File: config.mk
export PLATFORM = sky130hd
export DESIGN_NAME = ddr4_ca_bus
export DESIGN_NICKNAME = d
export VERILOG_FILES = /design/src/design/ddr4_ca_pkg.sv /design/src/design/ddr4_ca_bus.sv /design/src/design/ddr4_ca_sync.sv
export SDC_FILE = /design/constraint.sdc
export NUM_CORES = 1
export LEC_CHECK = 0
export ABC_AREA = 1
export BUFFER_PORTS_ARGS = -buffer_cell sky130_fd_sc_hd__buf_4
export CELL_PAD_IN_SITES_DETAIL_PLACEMENT = 1
export CELL_PAD_IN_SITES_GLOBAL_PLACEMENT = 2
export CORE_UTILIZATION = 29
export CTS_CLUSTER_SIZE = 12
export DETAILED_ROUTE_END_ITERATION = 7
export PLACE_DENSITY = 0.92
export SLEW_MARGIN = 20
export SYNTH_ARGS = -nofsm -noshare
export SYNTH_HDL_FRONTEND = slang
export SYNTH_HIERARCHICAL = 1
export SYNTH_SLANG_ARGS = --single-unit
File: constraint.sdc
create_clock -name sys_clk -period 2.05 [get_ports sys_clk]
set_input_delay 0.1025 -clock sys_clk [delete_from_list [all_inputs] [get_ports sys_clk]]
set_output_delay 0.1025 -clock sys_clk [all_outputs]
set_load 0.05 [all_outputs]
File: src/design/ddr4_ca_pkg.sv
/*
  Shared constants for the DDR4 command and address pin block: address
  bit positions, command codes, timing figures and reset values.
  Assumes a 10 MHz system clock and a one-cycle command slot.
*/
`default_nettype none

package ddr4_ca_pkg;

  localparam int ADDR_WIDTH   = 17;
  localparam int BANK_WIDTH   = 2;
  localparam int GROUP_WIDTH  = 2;
  localparam int RANK_COUNT   = 2;
  localparam int ROW_STROBE_BIT  = 16;
  localparam int COL_STROBE_BIT  = 15;
  localparam int WRITE_EN_BIT    = 14;
  localparam int AUTO_PRE_BIT    = 10;

  // Command strobes {row, column, write enable}, active low on the pins
  localparam logic [2:0] STROBE_MODE_SET  = 3'h0;
  localparam logic [2:0] STROBE_REFRESH   = 3'h1;
  localparam logic [2:0] STROBE_PRECHARGE = 3'h2;
  localparam logic [2:0] STROBE_WRITE     = 3'h4;
  localparam logic [2:0] STROBE_READ      = 3'h5;
  localparam logic [2:0] STROBE_NOP       = 3'h7;

  typedef enum logic [2:0] {
    CMD_NOP,
    CMD_ACTIVATE,
    CMD_READ,
    CMD_WRITE,
    CMD_PRECHARGE,
    CMD_MODE_SET,
    CMD_REFRESH
  } cmd_type;

  // Least time the alert pin must stay low before a parity error is taken
  localparam int  SYS_CLK_HZ      = 10_000_000;
  localparam int  ALERT_MIN_NS    = 200;
  localparam int  ALERT_MIN_CYC   = (ALERT_MIN_NS * (SYS_CLK_HZ / 1_000_000) + 999) / 1000;

  localparam logic GATE_RESET     = 1'h0;
  localparam logic ERR_RESET      = 1'h0;

endpackage

`default_nettype wire

File: src/design/ddr4_ca_bus.sv
/*
  Command and address pin driver for one DDR4 channel: encodes commands
  onto the upper address lines, drives bank group and bank, parity,
  captures parity alerts during training and drives the termination gate.
  Parity is even over the activate, address, bank group and bank lines;
  chip selects stay outside it.
  Assumes a controller on sys_clk issues one command per cycle with a
  valid strobe, and that power state inputs come from another domain.
*/
`default_nettype none

// What this block does
// - Activate high: top address bits carry command
// - Bits 16,15,14 are row, column, write strobes
// - Bank group names target of each command
// - Bank group bit 0 picks mode register
// - Bank field names bank within group
// - Bank field also picks mode register
// - Alert watched only during command training
// - Training alert captured as parity error flag
// - No write CRC; alert never means CRC
// - Parity output covers each command transfer
// - Termination gate high in normal operation
// - Termination gate low in C8+ or S3
// - Address bit 10 requests auto-precharge
module ddr4_ca_bus #(
  parameter int ADDR_WIDTH  = ddr4_ca_pkg::ADDR_WIDTH,
  parameter int RANK_COUNT  = ddr4_ca_pkg::RANK_COUNT
) (
  // Clock and reset
  input  wire logic                               sys_clk,
  input  wire logic                               rst,
  // Command request from controller
  input  wire logic                               cmdValid,
  input  wire ddr4_ca_pkg::cmd_type               cmdKind,
  input  wire logic [$clog2(RANK_COUNT)-1:0]      cmdRank,
  input  wire logic [ADDR_WIDTH-1:0]              cmdAddr,
  input  wire logic [ddr4_ca_pkg::GROUP_WIDTH-1:0] cmdGroup,
  input  wire logic [ddr4_ca_pkg::BANK_WIDTH-1:0] cmdBank,
  input  wire logic                               cmdAutoPre,
  // Training control and status
  input  wire logic                               trainingOn,
  input  wire logic                               parityErrClear,
  output var  logic                               parityErrFlag,
  // Power state levels from another domain
  input  wire logic                               pkgIdleDeep,
  input  wire logic                               suspendS3,
  // Memory pins
  output var  logic [RANK_COUNT-1:0]              chipSelect_n,
  output var  logic                               activate_cmd_n,
  output var  logic [ADDR_WIDTH-1:0]              mem_addr_bus,
  output var  logic [ddr4_ca_pkg::GROUP_WIDTH-1:0] bank_group_sel,
  output var  logic [ddr4_ca_pkg::BANK_WIDTH-1:0] bankSel,
  output var  logic                               cmd_addr_parity,
  input  wire logic                               memAlert_n,
  output var  logic                               term_supply_gate
);

  // Pin state
  logic [RANK_COUNT-1:0]              csN_q, csN_d;
  logic                               actN_q, actN_d;
  logic [ADDR_WIDTH-1:0]              addr_q, addr_d;
  logic [ddr4_ca_pkg::GROUP_WIDTH-1:0] group_q, group_d;
  logic [ddr4_ca_pkg::BANK_WIDTH-1:0] bank_q, bank_d;
  logic                               par_q, par_d;

  function automatic logic [2:0] strobeCode(input ddr4_ca_pkg::cmd_type kind);
    case (kind)
      ddr4_ca_pkg::CMD_READ:      strobeCode = ddr4_ca_pkg::STROBE_READ;
      ddr4_ca_pkg::CMD_WRITE:     strobeCode = ddr4_ca_pkg::STROBE_WRITE;
      ddr4_ca_pkg::CMD_PRECHARGE: strobeCode = ddr4_ca_pkg::STROBE_PRECHARGE;
      ddr4_ca_pkg::CMD_MODE_SET:  strobeCode = ddr4_ca_pkg::STROBE_MODE_SET;
      ddr4_ca_pkg::CMD_REFRESH:   strobeCode = ddr4_ca_pkg::STROBE_REFRESH;
      default:                    strobeCode = ddr4_ca_pkg::STROBE_NOP;
    endcase
  endfunction

  // Slot carries a command for the memory
  function automatic logic issues(input logic valid, input ddr4_ca_pkg::cmd_type kind);
    issues = valid && (kind != ddr4_ca_pkg::CMD_NOP);
  endfunction

  // Column commands carry the auto-precharge request
  function automatic logic isColumn(input ddr4_ca_pkg::cmd_type kind);
    isColumn = (kind == ddr4_ca_pkg::CMD_READ) || (kind == ddr4_ca_pkg::CMD_WRITE);
  endfunction

  always_comb begin
    logic [2:0] code;
    code    = strobeCode(cmdKind);
    csN_d   = '1;
    actN_d  = 1'b1;
    addr_d  = '0;
    group_d = '0;
    bank_d  = '0;
    if (issues(cmdValid, cmdKind)) begin
      csN_d[cmdRank] = 1'b0;
      group_d = cmdGroup;
      bank_d  = cmdBank;
      if (cmdKind == ddr4_ca_pkg::CMD_ACTIVATE) begin
        actN_d = 1'b0;
        addr_d = cmdAddr;
      end else begin
        addr_d = cmdAddr;
        addr_d[ddr4_ca_pkg::ROW_STROBE_BIT] = code[2];
        addr_d[ddr4_ca_pkg::COL_STROBE_BIT] = code[1];
        addr_d[ddr4_ca_pkg::WRITE_EN_BIT]   = code[0];
        if (isColumn(cmdKind)) begin
          addr_d[ddr4_ca_pkg::AUTO_PRE_BIT] = cmdAutoPre;
        end
      end
    end
    // Even parity over activate, address, group and bank
    par_d = actN_d ^ (^addr_d) ^ (^group_d) ^ (^bank_d);
  end

  always_ff @(posedge sys_clk or posedge rst) begin
    if (rst) begin
      csN_q   <= '1;
      actN_q  <= 1'b1;
      addr_q  <= '0;
      group_q <= '0;
      bank_q  <= '0;
      // Idle pins hold a single one, so even parity rests high
      par_q   <= 1'b1;
    end else begin
      csN_q   <= csN_d;
      actN_q  <= actN_d;
      addr_q  <= addr_d;
      group_q <= group_d;
      bank_q  <= bank_d;
      par_q   <= par_d;
    end
  end

  assign chipSelect_n    = csN_q;
  assign activate_cmd_n  = actN_q;
  assign mem_addr_bus    = addr_q;
  assign bank_group_sel  = group_q;
  assign bankSel         = bank_q;
  assign cmd_addr_parity = par_q;

  // Pin and power state synchronisers
  logic [2:0] pinsSync;

  ddr4_ca_sync #(
    .WIDTH (3)
  ) u_sync (
    .sys_clk  (sys_clk),
    .rst      (rst),
    .asyncIn  ({memAlert_n, pkgIdleDeep, suspendS3}),
    .resetVal (3'h4),
    .syncOut  (pinsSync)
  );

  logic alertLow;
  logic lowPower;
  assign alertLow = ~pinsSync[2];
  assign lowPower = pinsSync[1] | pinsSync[0];

  // Alert capture: low must hold ALERT_MIN_CYC cycles during training
  localparam int CNT_W = $clog2(ddr4_ca_pkg::ALERT_MIN_CYC + 1);
  localparam logic [CNT_W-1:0] CNT_TOP = CNT_W'(ddr4_ca_pkg::ALERT_MIN_CYC);

  logic [CNT_W-1:0] alertCnt_q, alertCnt_d;
  logic             err_q, err_d;
  logic             gate_q, gate_d;
  logic             alertHit;

  always_comb begin
    alertCnt_d = '0;
    if (trainingOn && alertLow) begin
      alertCnt_d = (alertCnt_q == CNT_TOP) ? alertCnt_q : alertCnt_q + CNT_W'(1);
    end
    alertHit = trainingOn && alertLow && (alertCnt_d == CNT_TOP);
    // Set wins over clear; alert only ever means parity, no CRC path
    err_d = err_q;
    if (parityErrClear) begin
      err_d = 1'b0;
    end
    if (alertHit) begin
      err_d = 1'b1;
    end
    gate_d = ~lowPower;
  end

  always_ff @(posedge sys_clk or posedge rst) begin
    if (rst) begin
      alertCnt_q <= '0;
      err_q      <= ddr4_ca_pkg::ERR_RESET;
      gate_q     <= ddr4_ca_pkg::GATE_RESET;
    end else begin
      alertCnt_q <= alertCnt_d;
      err_q      <= err_d;
      gate_q     <= gate_d;
    end
  end

  assign parityErrFlag    = err_q;
  assign term_supply_gate = gate_q;

  // Command encoding checks
  a_cmd_strobes: assert property (@(posedge sys_clk) disable iff (rst)
    cmdValid && cmdKind == ddr4_ca_pkg::CMD_READ |=> activate_cmd_n &&
    mem_addr_bus[16:14] == 3'h5) else $error("read strobe wrong");
  a_act_low: assert property (@(posedge sys_clk) disable iff (rst)
    cmdValid && cmdKind == ddr4_ca_pkg::CMD_ACTIVATE |=> !activate_cmd_n &&
    mem_addr_bus == $past(cmdAddr)) else $error("activate address wrong");
  a_act_origin: assert property (@(posedge sys_clk) disable iff (rst)
    !activate_cmd_n |-> $past(cmdValid && cmdKind == ddr4_ca_pkg::CMD_ACTIVATE))
    else $error("activate without request");
  a_write_code: assert property (@(posedge sys_clk) disable iff (rst)
    cmdValid && cmdKind == ddr4_ca_pkg::CMD_WRITE |=> mem_addr_bus[16:14] == 3'h4)
    else $error("write strobe wrong");
  a_precharge_code: assert property (@(posedge sys_clk) disable iff (rst)
    cmdValid && cmdKind == ddr4_ca_pkg::CMD_PRECHARGE |=> activate_cmd_n &&
    mem_addr_bus[16:14] == 3'h2) else $error("precharge strobe wrong");
  a_mode_code: assert property (@(posedge sys_clk) disable iff (rst)
    cmdValid && cmdKind == ddr4_ca_pkg::CMD_MODE_SET |=> activate_cmd_n &&
    mem_addr_bus[16:14] == 3'h0) else $error("mode set strobe wrong");
  a_refresh_code: assert property (@(posedge sys_clk) disable iff (rst)
    cmdValid && cmdKind == ddr4_ca_pkg::CMD_REFRESH |=> activate_cmd_n &&
    mem_addr_bus[16:14] == 3'h1) else $error("refresh strobe wrong");
  a_strobe_legal: assert property (@(posedge sys_clk) disable iff (rst)
    activate_cmd_n && !(&chipSelect_n) |-> mem_addr_bus[16:14] != 3'h7)
    else $error("selected slot without command code");
  a_rank_select: assert property (@(posedge sys_clk) disable iff (rst)
    issues(cmdValid, cmdKind) |=> !chipSelect_n[$past(cmdRank)] &&
    $countones(chipSelect_n) == RANK_COUNT - 1) else $error("rank select wrong");
  a_idle_pins: assert property (@(posedge sys_clk) disable iff (rst)
    !issues(cmdValid, cmdKind) |=> &chipSelect_n && activate_cmd_n &&
    mem_addr_bus == '0 && bank_group_sel == '0 && bankSel == '0)
    else $error("idle pins wrong");
  a_group_bank: assert property (@(posedge sys_clk) disable iff (rst)
    cmdValid && cmdKind != ddr4_ca_pkg::CMD_NOP |=> bank_group_sel == $past(cmdGroup))
    else $error("bank group wrong");
  a_mode_select: assert property (@(posedge sys_clk) disable iff (rst)
    cmdValid && cmdKind == ddr4_ca_pkg::CMD_MODE_SET |=> bankSel == $past(cmdBank) &&
    bank_group_sel[0] == $past(cmdGroup[0])) else $error("mode select wrong");
  a_bank_sel: assert property (@(posedge sys_clk) disable iff (rst)
    cmdValid && cmdKind != ddr4_ca_pkg::CMD_NOP |=> bankSel == $past(cmdBank))
    else $error("bank wrong");
  a_auto_pre: assert property (@(posedge sys_clk) disable iff (rst)
    cmdValid && cmdKind == ddr4_ca_pkg::CMD_READ |=> mem_addr_bus[10] == $past(cmdAutoPre))
    else $error("auto precharge wrong");
  a_write_pre: assert property (@(posedge sys_clk) disable iff (rst)
    cmdValid && cmdKind == ddr4_ca_pkg::CMD_WRITE |=> mem_addr_bus[10] == $past(cmdAutoPre))
    else $error("write auto precharge wrong");
  a_pre_plain: assert property (@(posedge sys_clk) disable iff (rst)
    issues(cmdValid, cmdKind) && !isColumn(cmdKind) |=>
    mem_addr_bus[10] == $past(cmdAddr[10])) else $error("address bit 10 altered");
  a_addr_pass: assert property (@(posedge sys_clk) disable iff (rst)
    issues(cmdValid, cmdKind) |=> mem_addr_bus[9:0] == $past(cmdAddr[9:0]))
    else $error("low address bits altered");
  a_parity_even: assert property (@(posedge sys_clk) disable iff (rst)
    cmd_addr_parity == (activate_cmd_n ^ (^mem_addr_bus) ^ (^bank_group_sel) ^ (^bankSel)))
    else $error("parity wrong");

  // Alert flag checks
  a_alert_ignored: assert property (@(posedge sys_clk) disable iff (rst)
    !trainingOn && !parityErrFlag ##1 !trainingOn |-> !parityErrFlag)
    else $error("alert taken outside training");
  a_alert_quiet: assert property (@(posedge sys_clk) disable iff (rst)
    !trainingOn |=> alertCnt_q == '0)
    else $error("alert counted outside training");
  a_alert_training: assert property (@(posedge sys_clk) disable iff (rst)
    $rose(parityErrFlag) |-> $past(trainingOn))
    else $error("flag set outside training");
  a_alert_capture: assert property (@(posedge sys_clk) disable iff (rst)
    (trainingOn && !memAlert_n && !parityErrClear) [*5] |-> ##[0:4] parityErrFlag)
    else $error("alert not captured");
  a_flag_set: assert property (@(posedge sys_clk) disable iff (rst)
    alertHit |=> parityErrFlag)
    else $error("alert hit lost");
  a_err_sticky: assert property (@(posedge sys_clk) disable iff (rst)
    parityErrFlag && !parityErrClear |=> parityErrFlag)
    else $error("flag dropped without clear");
  a_err_clear: assert property (@(posedge sys_clk) disable iff (rst)
    parityErrClear && !trainingOn |=> !parityErrFlag)
    else $error("flag not cleared");

  // Power gate checks
  a_gate_off: assert property (@(posedge sys_clk) disable iff (rst)
    (suspendS3 || pkgIdleDeep) [*4] |-> !term_supply_gate)
    else $error("gate not off");
  a_gate_on: assert property (@(posedge sys_clk) disable iff (rst)
    (!suspendS3 && !pkgIdleDeep) [*4] |-> term_supply_gate)
    else $error("gate not on");

  // Scenario covers
  c_activate: cover property (@(posedge sys_clk) disable iff (rst)
    !activate_cmd_n ##1 mem_addr_bus[16:14] == 3'h5);
  c_mode_set: cover property (@(posedge sys_clk) disable iff (rst)
    cmdValid && cmdKind == ddr4_ca_pkg::CMD_MODE_SET);
  c_parity_err: cover property (@(posedge sys_clk) disable iff (rst)
    $rose(parityErrFlag));
  c_gate_off: cover property (@(posedge sys_clk) disable iff (rst)
    $fell(term_supply_gate));
  c_auto_pre: cover property (@(posedge sys_clk) disable iff (rst)
    cmdValid && cmdKind == ddr4_ca_pkg::CMD_WRITE && cmdAutoPre);

endmodule

`default_nettype wire

File: src/design/ddr4_ca_sync.sv
/*
  Two-flop synchroniser bank for pins that arrive from outside sys_clk.
  Assumes the inputs are slow levels; nothing but the second stage is read.
*/
`default_nettype none

module ddr4_ca_sync #(
  parameter int WIDTH = 1
) (
  // Clock and reset
  input  wire logic             sys_clk,
  input  wire logic             rst,
  // Data
  input  wire logic [WIDTH-1:0] asyncIn,
  input  wire logic [WIDTH-1:0] resetVal,
  output var  logic [WIDTH-1:0] syncOut
);

  logic [WIDTH-1:0] stage1Q;
  logic [WIDTH-1:0] stage2Q;

  always_ff @(posedge sys_clk or posedge rst) begin
    if (rst) begin
      stage1Q <= '0;
      stage2Q <= '0;
    end else begin
      stage1Q <= asyncIn;
      stage2Q <= stage1Q;
    end
  end

  // Reset value stands until both stages hold sampled pin levels
  logic [1:0] filled_q;
  always_ff @(posedge sys_clk or posedge rst) begin
    if (rst) begin
      filled_q <= 2'h0;
    end else begin
      filled_q <= {filled_q[0], 1'b1};
    end
  end

  assign syncOut = filled_q[1] ? stage2Q : resetVal;

endmodule

`default_nettype wire

==> out/qor.txt <==
Status - complete, no violations
# port buffers - 60
DRT antenna net count - 0
Hold depth - 3
Period utilization - 66.9%
Core ar. - 5680 um2
Crit. End Element - flip-flop
Post-Layout Cell Count - 368
Critical setup path kind - in2reg
TNS Setup - 0 ns
Global-route wire length before repair - 7.13 mm
Leakage - 1.44 nW
Hold Crit Class - in2reg
Layout cells sized above 1 - 28.4%
Syn avg cell area - 7.83 um2
Via count - 1594
RePlAce Congestion - 0.706
Cells on worst reg2reg path - 6
Clock-pin slew on the worst setup and hold paths - 0.07 ns
DRC errors left - 0
Fin. Hold Viols - 0
Final Skew - 0.00431 ns
Sink Count - 37
Post-synthesis register bit count - 37
CTS tree - yes
Worst path max stage delay - 0.23 ns
Initial core utilization - 30.9%
Htree depth - 2
Die H - 79.7 um
Register share of total power - 42.3%
RSZ-0062 raised after global routing - no
Hold path start - cmdAddr[13]
Commonest non-fill, non-tap cells in the layout - nand2_1, buf_4, inv_1
Post-synth cell types - 25
Synth Warn # - 6
RR Startpoint - alertCnt_q[0]
Sw Share - 29.7%
Clk buf depth - 2
CP Data Arrival Time - 1.60 ns
Sequential element share of the synthesized area - 53.1%
Vias in the first global route - 1636
Fin nets - 330
Antenna Cells - 0
Area growth syn-to-layout - 40.2%
DR WL/cell - 11.8 um
Total wire length - 4.35 mm
Family with the most delay on the worst path - simple AND/OR/NAND/NOR gates
Netlist Area Pre-Place - 1750 um2
TritonCTS Buffers - 5
Peak supply drop - 334 uV
Power Internal - 1.33 mW
Yosys top cell area share - 47.1%
Reg2reg end - parityErrFlag
Mapped Cells - 224
Final instance area - 2460 um2
Placed cells - 354
Register-to-register setup slack - 0.98 ns
Combinational power share - 23.8%
Net Sw Power - 561 uW
CP max-delay cell - nand2_4
Root Buffer - clkbuf_8
Die Wd - 79.7 um
DR iter-0 viols - 74
Slew Viols, Final - 0
Tot Pwr - 1.89 mW
Max Fclk - 729 MHz
Main synth FF type - dfrtp_1
WHS - 0.0688 ns
WHS Endpoint - mem_addr_bus[13]
Synth area leader - dfrtp_1
Largest net degree at the start of global routing - 20
Commonest non-fill, non-tap cell in the layout - nand2_1
Hpwl dp - 3.39 mm
Total track usage - 14.9%
Worst-path fanout max - 18
Synth area leaders - dfrtp_1, nand2_1, inv_1
Full die area - 6360 um2
Aggregate global routing overflow - 0
CP Launch Type - input port
Critical path required time - 2.28 ns
Max Cap Viol - 0
Final Setup Violations - 0
Setup Fix Bufs, Post-CTS - 0
# rows - 27
Clk pwr share - 33.9%
Crit path time final - 1.37 ns
Fillers - 717
PwrDens - 770 nW/um2
Async SR Flop Fraction - 100%
Crit path buffers/inverters - 2
Detailed Routing Iterations Pass 1 - 4
Clk_lat worst skew - 0.29 ns
Ports - 61
CP dominant cell by count - nand2_1
Initial antenna violation count - 0
DR vias/cell - 4.33
Cell Chain, Critical Path - buf_4 -> nor2_4 -> nand2_4 -> nand2_4 -> inv_4 -> nand2_1 -> nand2_1 -> nand2_1 -> nand2_1 -> nand2_1 -> nand2_1 -> nand2_1 -> nand2_1 -> nand2_1 -> nand2_1 -> nand2_1
DP Area - 2280 um2
EDFF count, synth - 0
## synthesized netlist by cell type (2+ instances only)
library cell,count
o21ai_0,2
nand3_1,20
conb_1,3
nand2_4,2
inv_1,43
nand2_1,72
nor2_1,20
dfrtp_1,33
dfstp_2,4
inv_2,2
nand4_1,9
## repair_timing
item | 4_1_cts | 5_1_grt
resized for setup | 0 | 0
endpoints found under the setup margin | 0 | 0
hold endpoints to repair | 23 | 0
hold buffers | 6 | 0
## worst max path at each step
stage,end,start,cells past startpoint
2_1_floorplan,cmd_addr_parity,cmdValid,13
3_3_place_gp,cmd_addr_parity,cmdKind[2],16
3_5_place_dp,cmd_addr_parity,cmdKind[2],16
4_1_cts,cmd_addr_parity,cmdKind[2],16
5_1_grt,cmd_addr_parity,cmdKind[2],16
6_report,cmd_addr_parity,cmdKind[2],16
## layout make-up
| type | instances | area [um2] | area share (%) |
|---|---|---|---|
| clock buffers | 6 | 82.6 | 3.36 |
| inverters | 46 | 175 | 7.13 |
| multi-input cells | 138 | 623 | 25.4 |
| flip-flops and latches | 37 | 931 | 37.9 |
| repair buffers | 67 | 518 | 21.1 |
| clock inverters | 2 | 37.5 | 1.53 |
| well taps | 72 | 90.1 | 3.67 |
## power groups by stage
| stage | sequential (mW) | combinational [mW] | clock, mW |
|---|---|---|---|
| floorplan | 0.941 | 0.159 | 0 |
| global placement | 0.813 | 0.436 | 0 |
| detailed placement | 0.815 | 0.445 | 0 |
| CTS | 0.801 | 0.455 | 0.666 |
| global route | 0.804 | 0.496 | 0.696 |
| finish | 0.800 | 0.450 | 0.642 |
## worst reg2reg max path, stage by stage (launching register included)
cell and delay (ns):
dfrtp_1 0.36, inv_1 0.05, ha_1 0.27, inv_1 0.04, nor2_1 0.14, nand2_1 0.07, o21ai_0 0.07
## metal layers
layer / routed length, um / track usage (%) / up-vias
met2: 2180 / 27.9 / 42
li1: - / - / 804
met1: 1850 / 15.8 / 742
met4: 64 / 5.36 / 0
met5: 0 / 0 / -
met3: 253 / 4.34 / 6
## state kept, by name, summed over array words and instances, names as in the netlist
signal / flops
mem_addr_bus: 17
u_sync/stage1Q: 3
term_supply_gate: 1
u_sync/filled_q: 2
activate_cmd_n: 1
parityErrFlag: 1
cmd_addr_parity: 1
bankSel: 2
chipSelect_n: 2
bank_group_sel: 2
u_sync/stage2Q: 3
alertCnt_q: 2
## through the flow
| stage | utilization [%] | setup WS [ns] |
|---|---|---|
| 3_5_place_dp | 40.1 | 0.370 |
| 5_1_grt | 43.3 | 0.498 |
| 6_report | 43.3 | 0.678 |
| 2_1_floorplan | - | 0.769 |
| 4_1_cts | 43.3 | 0.669 |
| 3_3_place_gp | 40.1 | 0.446 |
## logic make-up (layout without fill, tap and decap cells)
logic type	count (synthesis)	in the layout	share of synthesized area (%)
AOI/OAI and AO/OA	6	6	2.14
DFF	37	37	53.1
other	3	4	0.642
adders and majority gates	1	1	0.714
and+or+nand+nor	127	127	31.8
buffers and inverters	50	121	11.6
(Power assumes the default switching activity.)
